$ cat src/hdl/cng_map.vh
// Constants for the node guarding and emergency communication block
// Overview of operation
// - Identifier equals base plus node identifier
// - Each function range spans 127 identifiers
// - Identifiers 0, 128, 256 are broadcasts
// - PDO identifiers assigned automatically per function
// - SDO and guarding identifier ranges fixed
// - Guarding supervision disabled after reset
// - Guard time in milliseconds, resets zero
// - Life factor times guard time, resets zero
// - Guarding identifier fixed, not configurable
// - Supervision starts at first guard request
// - Operational reply toggles 5 and 133
// - Pre-operational reply toggles 127 and 255
// - Stopped reply toggles 4 and 132
// - Timeout enters guard fail, applies fault policy
// - Received PDOs still applied during guard fail
// - Resumed guarding leaves fail, stays pre-operational
// - Guard time zero answers without timer
// - Heartbeat supported as guarding alternative
// - Emergency identifier is 128 plus node
// - Node identifiers accepted only 1 to 127
// - Boot-up frame after reset, data zero
// - One emergency frame per pending error; events before its load merge, latest data kept; later ones before its accept cycle are dropped
`ifndef CNG_MAP_VH
`define CNG_MAP_VH
`define CNG_BASE_EMCY     11'h080
`define CNG_BASE_TPDO1    11'h180
`define CNG_BASE_RPDO1    11'h200
`define CNG_BASE_TPDO2    11'h280
`define CNG_BASE_RPDO2    11'h300
`define CNG_BASE_TPDO3    11'h380
`define CNG_BASE_RPDO3    11'h400
`define CNG_BASE_TPDO4    11'h480
`define CNG_BASE_RPDO4    11'h500
`define CNG_BASE_TSDO     11'h580
`define CNG_BASE_RSDO     11'h600
`define CNG_BASE_GUARD    11'h700
`define CNG_ID_NMT        11'h000
`define CNG_ID_SYNC       11'h080
`define CNG_ID_TIME       11'h100
`define CNG_RANGE_SPAN    7'h7F
`define CNG_NODE_MIN      7'h01
`define CNG_NODE_MAX      7'h7F
`define CNG_ST_STOPPED    8'h04
`define CNG_ST_OPER       8'h05
`define CNG_ST_PREOP      8'h7F
`define CNG_BOOTUP_DATA   8'h00
`define CNG_TOGGLE_BIT    7
`define CNG_GUARD_DLC     4'h1
`define CNG_EMCY_DLC      4'h8
`define CNG_CLK_MHZ       100
`define CNG_TICK_US       1000
`define CNG_TICK_CYCLES   (`CNG_CLK_MHZ * `CNG_TICK_US)
`define CNG_GUARD_RESET   16'h0000
`define CNG_LIFE_RESET    8'h00
`define CNG_NMT_START     8'h01
`define CNG_NMT_STOP      8'h02
`define CNG_NMT_PREOP     8'h80
`define CNG_NMT_RST_NODE  8'h81
`define CNG_NMT_RST_COMM  8'h82
`endif

$ cat src/hdl/cng_id_calc.v
// Identifier arithmetic: one base plus node identifier
`timescale 1ns/1ns
module cng_id_calc
#(
	parameter [10:0] BASE = 11'h000
)
(
	input  wire [6:0]  node_id,
	output wire [10:0] cob_id
);
	assign cob_id = BASE + {4'h0, node_id};
endmodule

$ cat src/hdl/cng_node_guard.v
// Node guarding responder, life supervision, boot-up and emergency framing
`timescale 1ns/1ns
`include "cng_map.vh"
module cng_node_guard
#(
	parameter TICK_CYCLES = `CNG_TICK_CYCLES
)
(
	input  wire        mclk,
	input  wire        rst,
	input  wire [6:0]  node_sw,
	input  wire [15:0] guard_time_ms,
	input  wire [7:0]  life_factor,
	input  wire        fault_hold_last,
	input  wire [7:0]  fault_out_value,
	input  wire        heartbeat_en,
	input  wire        rx_valid,
	input  wire [10:0] rx_id,
	input  wire        rx_rtr,
	input  wire [3:0]  rx_dlc,
	input  wire [7:0]  rx_byte0,
	input  wire [7:0]  rx_byte1,
	input  wire        tx_ready,
	input  wire        err_event,
	input  wire [15:0] err_code,
	input  wire [7:0]  err_reg,
	input  wire [39:0] err_info,
	input  wire [2:0]  err_info_len,
	output reg         tx_valid,
	output reg  [10:0] tx_id,
	output reg  [3:0]  tx_dlc,
	output reg  [63:0] tx_data,
	output reg  [7:0]  dout,
	output reg  [1:0]  nmt_state,
	output reg         guard_active,
	output reg         guard_fail,
	output reg         node_id_bad,
	output reg  [6:0]  node_id
);
	localparam [1:0] ST_PREOP = 2'h0;
	localparam [1:0] ST_OPER  = 2'h1;
	localparam [1:0] ST_STOP  = 2'h2;
	localparam [1:0] TX_IDLE  = 2'h0;
	localparam [1:0] TX_BOOT  = 2'h1;
	localparam [1:0] TX_GUARD = 2'h2;
	localparam [1:0] TX_EMCY  = 2'h3;
	localparam integer TICK_LAST_I = TICK_CYCLES - 1;
	localparam [16:0]  TICK_LAST   = TICK_LAST_I[16:0];
	reg  [6:0]  node_sync1_ff;
	reg  [6:0]  node_sync2_ff;
	reg  [6:0]  node_sync3_ff;
	reg  [6:0]  node_id_ff;
	reg         node_ok_ff;
	reg  [16:0] tick_cnt_ff;
	reg         tick_ff;
	reg         toggle_ff;
	reg         boot_pend_ff;
	reg         guard_pend_ff;
	reg         emcy_pend_ff;
	reg  [63:0] emcy_data_ff;
	reg  [23:0] life_cnt_ff;
	reg  [15:0] hb_cnt_ff;
	reg  [1:0]  tx_st_ff;
	reg  [7:0]  last_out_ff;
	reg         fail_pdo_ff;
	reg  [7:0]  guard_byte;
	reg  [39:0] info_masked;
	reg  [2:0]  i_len;
	integer     k;
	wire [10:0] guard_id;
	wire [10:0] emcy_id;
	wire [10:0] rpdo1_id;
	wire [23:0] life_limit;
	wire        is_nmt;
	wire        is_guard_rtr;
	wire        nmt_for_me;
	wire        rst_comm;
	wire        rst_any;
	// Only the fixed guarding base is used; no configurable identifier exists
	cng_id_calc #(.BASE(`CNG_BASE_GUARD)) u_guard_id
	(
		.node_id (node_id_ff),
		.cob_id  (guard_id)
	);
	cng_id_calc #(.BASE(`CNG_BASE_EMCY)) u_emcy_id
	(
		.node_id (node_id_ff),
		.cob_id  (emcy_id)
	);
	cng_id_calc #(.BASE(`CNG_BASE_RPDO1)) u_rpdo1_id
	(
		.node_id (node_id_ff),
		.cob_id  (rpdo1_id)
	);
	assign life_limit   = guard_time_ms * life_factor;
	assign is_nmt       = rx_valid && !rx_rtr && (rx_id == `CNG_ID_NMT);
	assign nmt_for_me   = is_nmt && ((rx_byte1 == 8'h00) || (rx_byte1 == {1'b0, node_id_ff}));
	assign is_guard_rtr = rx_valid && rx_rtr && node_ok_ff && (rx_id == guard_id)
	                      && (rx_dlc == `CNG_GUARD_DLC);
	assign rst_comm     = nmt_for_me && ((rx_byte0 == `CNG_NMT_RST_NODE) || (rx_byte0 == `CNG_NMT_RST_COMM));
	assign rst_any      = rst || rst_comm;
	// Switch input is asynchronous; accept only once two late stages agree
	always @(posedge mclk)
	begin
		if (rst)
		begin
			node_sync1_ff <= 7'h00;
			node_sync2_ff <= 7'h00;
			node_sync3_ff <= 7'h00;
			node_id_ff    <= 7'h00;
			node_ok_ff    <= 1'b0;
		end
		else
		begin
			node_sync1_ff <= node_sw;
			node_sync2_ff <= node_sync1_ff;
			node_sync3_ff <= node_sync2_ff;
			if (node_sync2_ff == node_sync3_ff)
			begin
				node_id_ff <= node_sync3_ff;
				node_ok_ff <= (node_sync3_ff >= `CNG_NODE_MIN) && (node_sync3_ff <= `CNG_NODE_MAX);
			end
		end
	end
	// Millisecond enable
	always @(posedge mclk)
	begin
		if (rst)
		begin
			tick_cnt_ff <= 17'h00000;
			tick_ff     <= 1'b0;
		end
		else if (tick_cnt_ff == TICK_LAST)
		begin
			tick_cnt_ff <= 17'h00000;
			tick_ff     <= 1'b1;
		end
		else
		begin
			tick_cnt_ff <= tick_cnt_ff + 17'h00001;
			tick_ff     <= 1'b0;
		end
	end
	// NMT state; a guard fail forces the node to pre-operational, from stopped as well
	always @(posedge mclk)
	begin
		if (rst_any)
			nmt_state <= ST_PREOP;
		else if (nmt_for_me)
		begin
			case (rx_byte0)
				`CNG_NMT_START: nmt_state <= ST_OPER;
				`CNG_NMT_STOP:  nmt_state <= ST_STOP;
				`CNG_NMT_PREOP: nmt_state <= ST_PREOP;
				default:        nmt_state <= nmt_state;
			endcase
		end
		else if (guard_active && (life_limit != 24'h000000) && tick_ff && (life_cnt_ff + 24'h000001 >= life_limit))
			nmt_state <= ST_PREOP;
	end
	// Guarding supervision
	always @(posedge mclk)
	begin
		if (rst_any)
		begin
			guard_active <= 1'b0;
			guard_fail   <= 1'b0;
			life_cnt_ff  <= 24'h000000;
			toggle_ff    <= 1'b0;
		end
		else if (is_guard_rtr)
		begin
			guard_active <= 1'b1;
			guard_fail   <= 1'b0;
			life_cnt_ff  <= 24'h000000;
			if (!guard_pend_ff)
				toggle_ff <= ~toggle_ff;
		end
		else if (guard_active && (life_limit != 24'h000000) && tick_ff && !guard_fail)
		begin
			if (life_cnt_ff + 24'h000001 >= life_limit)
				guard_fail <= 1'b1;
			else
				life_cnt_ff <= life_cnt_ff + 24'h000001;
		end
	end
	// Reply carries the toggle value taken before this request flipped it
	always @*
	begin
		case (nmt_state)
			ST_OPER: guard_byte = `CNG_ST_OPER;
			ST_STOP: guard_byte = `CNG_ST_STOPPED;
			default: guard_byte = `CNG_ST_PREOP;
		endcase
	end
	// Only the first err_info_len bytes survive; the rest read zero
	always @*
	begin
		i_len = (err_info_len > 3'h5) ? 3'h5 : err_info_len;
		for (k = 0; k < 5; k = k + 1)
			info_masked[k*8 +: 8] = (k < i_len) ? err_info[k*8 +: 8] : 8'h00;
	end
	// Heartbeat producer, reusing the guard time as period
	always @(posedge mclk)
	begin
		if (rst_any || !heartbeat_en || (guard_time_ms == 16'h0000))
			hb_cnt_ff <= 16'h0000;
		else if (tick_ff)
			hb_cnt_ff <= (hb_cnt_ff + 16'h0001 >= guard_time_ms) ? 16'h0000 : hb_cnt_ff + 16'h0001;
	end
	// Pending frames; a new request wins over the clear of a sent one
	always @(posedge mclk)
	begin
		if (rst)
		begin
			boot_pend_ff  <= 1'b1;
			guard_pend_ff <= 1'b0;
			emcy_pend_ff  <= 1'b0;
			emcy_data_ff  <= 64'h0000000000000000;
		end
		else
		begin
			if (rst_comm)
				boot_pend_ff <= 1'b1;
			else if (tx_st_ff == TX_BOOT && tx_valid && tx_ready)
				boot_pend_ff <= 1'b0;
			if (is_guard_rtr || (heartbeat_en && tick_ff && (guard_time_ms != 16'h0000)
			    && (hb_cnt_ff + 16'h0001 >= guard_time_ms)))
				guard_pend_ff <= 1'b1;
			else if (tx_st_ff == TX_GUARD && tx_valid && tx_ready)
				guard_pend_ff <= 1'b0;
			if (err_event && node_ok_ff)
			begin
				emcy_pend_ff <= 1'b1;
				emcy_data_ff <= {info_masked, err_reg, err_code[15:8], err_code[7:0]};
			end
			else if (tx_st_ff == TX_EMCY && tx_valid && tx_ready)
				emcy_pend_ff <= 1'b0;
		end
	end
	// Transmit arbiter: boot-up, then guarding, then emergency
	always @(posedge mclk)
	begin
		if (rst)
		begin
			tx_st_ff <= TX_IDLE;
			tx_valid <= 1'b0;
			tx_id    <= 11'h000;
			tx_dlc   <= 4'h0;
			tx_data  <= 64'h0000000000000000;
		end
		else
		begin
			case (tx_st_ff)
				TX_IDLE:
				begin
					if (node_ok_ff && boot_pend_ff)
					begin
						tx_st_ff <= TX_BOOT;
						tx_valid <= 1'b1;
						tx_id    <= guard_id;
						tx_dlc   <= `CNG_GUARD_DLC;
						tx_data  <= {56'h00000000000000, `CNG_BOOTUP_DATA};
					end
					else if (node_ok_ff && guard_pend_ff)
					begin
						tx_st_ff <= TX_GUARD;
						tx_valid <= 1'b1;
						tx_id    <= guard_id;
						tx_dlc   <= `CNG_GUARD_DLC;
						// Heartbeat frames carry no toggle
						tx_data  <= {56'h00000000000000, heartbeat_en ? 1'b0 : ~toggle_ff,
						             guard_byte[6:0]};
					end
					else if (node_ok_ff && emcy_pend_ff)
					begin
						tx_st_ff <= TX_EMCY;
						tx_valid <= 1'b1;
						tx_id    <= emcy_id;
						tx_dlc   <= `CNG_EMCY_DLC;
						tx_data  <= emcy_data_ff;
					end
				end
				TX_BOOT, TX_GUARD, TX_EMCY:
				begin
					if (tx_ready)
					begin
						tx_st_ff <= TX_IDLE;
						tx_valid <= 1'b0;
					end
				end
				default:
				begin
					tx_st_ff <= TX_IDLE;
					tx_valid <= 1'b0;
				end
			endcase
		end
	end
	// Output image: PDOs keep flowing in guard fail; policy applies until one lands
	always @(posedge mclk)
	begin
		if (rst)
		begin
			last_out_ff <= 8'h00;
			dout        <= 8'h00;
			fail_pdo_ff <= 1'b0;
		end
		else if (rx_valid && !rx_rtr && node_ok_ff && (rx_id == rpdo1_id) && (nmt_state == ST_OPER || guard_fail))
		begin
			last_out_ff <= rx_byte0;
			dout        <= rx_byte0;
			fail_pdo_ff <= guard_fail;
		end
		else if (guard_fail && !fault_hold_last && !fail_pdo_ff)
			dout <= fault_out_value;
		else
		begin
			dout        <= last_out_ff;
			fail_pdo_ff <= fail_pdo_ff && guard_fail;
		end
	end
	always @(posedge mclk)
	begin
		if (rst)
		begin
			node_id_bad <= 1'b0;
			node_id     <= 7'h00;
		end
		else
		begin
			node_id_bad <= ~node_ok_ff;
			node_id     <= node_id_ff;
		end
	end
endmodule

$ cat config.mk
export PLATFORM = sky130hd
export DESIGN_NAME = cng_node_guard
export DESIGN_NICKNAME = d
export VERILOG_FILES = /design/src/hdl/cng_id_calc.v /design/src/hdl/cng_node_guard.v
export VERILOG_INCLUDE_DIRS = /design/src /design/src/hdl
export SDC_FILE = /design/constraint.sdc
export NUM_CORES = 1
export LEC_CHECK = 0
export ABC_AREA = 1
export BUFFER_PORTS_ARGS = -buffer_cell sky130_fd_sc_hd__buf_2
export CORE_MARGIN = 1.5
export CORE_UTILIZATION = 35
export CTS_BUF_LIST = sky130_fd_sc_hd__clkbuf_4
export CTS_CLUSTER_DIAMETER = 150
export DETAILED_ROUTE_END_ITERATION = 12
export PLACE_DENSITY = 0.58
export SLEW_MARGIN = 20
export SYNTH_ARGS = -nofsm -noshare
export SYNTH_HDL_FRONTEND = slang
export SYNTH_SLANG_ARGS = --single-unit
$ cat constraint.sdc
create_clock -name mclk -period 11.6 [get_ports mclk]
set_input_delay 1.16 -clock mclk [delete_from_list [all_inputs] [get_ports mclk]]
set_output_delay 1.16 -clock mclk [all_outputs]
set_load 0.05 [all_outputs]
==> impl_metrics.env <==
export IMPL_status="finished clean"
export IMPL_die_area_mm2=0.0469
export IMPL_synth_cell_types=45
export IMPL_internal_power_mw=1.83
export IMPL_period_share=0.561
export IMPL_io_buffer_count=242
export IMPL_final_nets=2730
export IMPL_fp_row_count=78
export IMPL_hold_viol=0
export IMPL_first_pass_iters=7
export IMPL_route_detailed_drc=0
export IMPL_place_area_mm2=0.0176
export IMPL_cts_buffers=72
export IMPL_syn_to_final_growth_pct=15.9
export IMPL_ant_nets=0
export IMPL_viasPerCell=4.77
export IMPL_place_ws_ps=4430
export IMPL_synth_area_mm2=0.0160
export IMPL_p_per_area_mw_per_mm2=166
export IMPL_hold_start="node_sync1_ff[5]$_SDFF_PP0_"
export IMPL_critPathMaxFanout=45
export IMPL_relSlewSlack=0.324
export IMPL_async_flop_share=0
export IMPL_post_cts_buffers=0
export IMPL_post_synth_top_count_cell="nand2_1"
export IMPL_wl_per_cell_um=14.5
export IMPL_clock_skew_ps=53.4
export IMPL_slew_viol_final=0
export IMPL_yosys_warnings=0
export IMPL_worstReg2RegEnd="life_cnt_ff[12]$_SDFFE_PP0P_"
export IMPL_routed_wl_um=44500
export IMPL_cp_required_ps=12200
export IMPL_period_needed_ps=6500
export IMPL_antenna_found_initial=13
export IMPL_setup_tns_ps=0
export IMPL_layout_setup_ws_ps=5100
export IMPL_die_h_um=217
export IMPL_reg2reg_depth=21
export IMPL_combPwrFrac=0.420
export IMPL_cts_repair_resized=0
export IMPL_drv_cap=0
export IMPL_p_clk_frac=0.276
export IMPL_globalplace_congestion=0.911
export IMPL_yosysSeqAreaShare=0.326
export IMPL_pin_count=245
export IMPL_grt_max_degree=76
export IMPL_rrSetupSlack_ps=7430
export IMPL_synth_largest_area_cell="dfxtp_1"
export IMPL_power_frac_seq=0.304
export IMPL_setup_viol=0
export IMPL_cts_hold_fix_buffers=0
export IMPL_clk_latency_ps=750
export IMPL_hp_class="reg2reg"
export IMPL_rsz0062_at_grt="no"
export IMPL_post_route_util=0.410
export IMPL_cp_end_kind="flop"
export IMPL_worstHoldPathCells=2
export IMPL_yosys_top_cells_count="nand2_1, inv_1, dfxtp_1, a21oi_1, nor2_1"
export IMPL_initial_core_util=0.353
export IMPL_netlist_instances=2189
export IMPL_yosys_most_used_dff="dfxtp_1"
export IMPL_drive_gt1_frac=0.175
export IMPL_grt_pass1_wl_um=71800
export IMPL_fp_dieW_um=217
export IMPL_synth_area_leaders="dfxtp_1, nand2_1, fa_1"
export IMPL_drt_iter0_drc=827
export IMPL_grt_pass1_vias=14300
export IMPL_fill_cells=4772
export IMPL_reg2reg_from="life_cnt_ff[0]$_SDFFE_PP0P_"
export IMPL_grt_remaining_overflow=0
export IMPL_synth_edf_count=0
export IMPL_clkTransAtPathRegs_ps=60
export IMPL_synth_top_area_frac=0.326
export IMPL_cts_tree="yes"
export IMPL_worst_setup_path_start_kind="input port"
export IMPL_peakVddDrop_v=0.0000852
export IMPL_stdcell_area_mm2=0.0185
export IMPL_grt_usage=0.189
export IMPL_hold_end="node_sync2_ff[5]$_SDFF_PP0_"
export IMPL_path_class="in2reg"
export IMPL_cts_root_buffer="clkbuf_4"
export IMPL_switching_share=0.404
export IMPL_post_dp_hpwl_um=33300
export IMPL_worst_slew_pin_transition_ps=1010
export IMPL_cp_data_arrival_time_ps=7100
export IMPL_coreArea_mm2=0.0452
export IMPL_p_sw_mw=1.24
export IMPL_vias=14600
export IMPL_syn_area_per_cell_um2=7.29
export IMPL_synth_seq_cells=260
export IMPL_numClockSinks=260
export IMPL_h_tree_depth=3
export IMPL_max_freq_mhz=154
export IMPL_p_leak_nw=8.96
export IMPL_cts_buffer_depth=3
-- worst max-delay path, cell delays in order --
cell     delay, ps
buf_2          300
nand2_1        130
fa_1           520
fa_1           530
fa_1           530
fa_1           550
inv_1           40
ha_1           370
nand2_2        110
inv_2           80
nand2_1        100
nor2_1         190
nand4_1        200
nand4_1        150
nand2_1         80
ha_1           300
a21oi_1        150
o21ai_0        100
a21oi_1        140
nand4_1        130
nor2_1         310
nand3_4        530
o21ai_1        360
a21oi_2         40
-- registers in the layout, indices dropped and copies added, names as in the netlist, 2 cells and up --
| name | count |
|---|---|
| emcy_data_ff | 64 |
| tx_data | 64 |
| life_cnt_ff | 24 |
| tick_cnt_ff | 17 |
| hb_cnt_ff | 16 |
| tx_id | 9 |
| dout | 8 |
| last_out_ff | 8 |
| node_id | 7 |
| node_id_ff | 7 |
| node_sync1_ff | 7 |
| node_sync2_ff | 7 |
| node_sync3_ff | 7 |
| nmt_state | 2 |
| tx_st_ff | 2 |
-- power by group through the flow --
stage / Clock (mW) / Combinational, mW / Sequential [mW]
floorplan: 0 / 0.973 / 0.971
global placement: 0 / 1.29 / 0.953
detailed placement: 0 / 1.30 / 0.953
CTS: 0.886 / 1.31 / 0.934
global route: 0.932 / 1.49 / 0.936
finish: 0.849 / 1.29 / 0.933
-- stage by stage --
step	power (mW)	hold WS [ps]	cells
final	3.07	406	3064
after global routing	3.36	422	3064
after CTS	3.13	408	3062
after detailed placement	2.25	395	2938
after global placement	2.24	394	2938
after floorplan	1.94	388	2190
-- kinds of logic after synthesis --
kind of cell,after synthesis,synth area share
AOI/OAI and AO/OA,367,0.125
xor gates and xnor gates,60,0.0334
and+or+nand+nor,892,0.235
adders and majority gates,173,0.175
DFF,260,0.326
buffers and inverters,436,0.106
other,1,0.000235
-- area by class of cell --
cell class | instances | area [µm²] | area share
Tap cell | 600 | 751 | 0.0406
Inverter | 335 | 1260 | 0.0679
Multi-Input combinational cell | 1494 | 9090 | 0.491
Sequential cell | 260 | 5200 | 0.281
Clock inverter | 17 | 129 | 0.00696
Antenna cell | 2 | 5.00 | 0.000270
Clock buffer | 107 | 803 | 0.0434
Timing Repair Buffer | 249 | 1270 | 0.0684
-- how the worst max path moves through the flow --
stage / start / end / slack, ps / cells past startpoint
floorplan: life_factor[7] / life_cnt_ff[17]$_SDFFE_PP0P_ / 5140 / 27
global placement: life_factor[7] / life_cnt_ff[0]$_SDFFE_PP0P_ / 4510 / 25
detailed placement: life_factor[7] / life_cnt_ff[15]$_SDFFE_PP0P_ / 4430 / 25
CTS: life_factor[7] / life_cnt_ff[18]$_SDFFE_PP0P_ / 5270 / 25
global route: life_factor[7] / life_cnt_ff[18]$_SDFFE_PP0P_ / 4720 / 25
finish: life_factor[7] / life_cnt_ff[12]$_SDFFE_PP0P_ / 5100 / 24
-- layer usage --
metal  vias up  track usage  share of wire
li1       7343            -              -
met3        80       0.0599          0.082
met2       424        0.314           0.47
met5         -            0         0.0031
met4        20       0.0660          0.020
met1      6751        0.230           0.42
-- cells in the final DEF (no fill, tap or decap), types with 5 or more instances in the layout --
master	instances
buf_4	8
nor2_1	170
clkinv_1	10
nor3_1	25
nor4_1	14
buf_2	241
a21oi_1	212
inv_1	329
or2_2	5
inv_2	6
nand3_1	53
nor2_4	5
fa_1	84
o21ai_0	94
nand4_1	27
o21a_1	9
nand3b_1	9
o21ai_1	15
nand3_2	9
xnor2_1	12
xor2_1	47
nor2_2	8
clkbuf_4	107
a21oi_2	21
nand2_2	8
ha_1	89
dfxtp_1	260
nand2_1	553
Power figures use the tool's default switching activity.
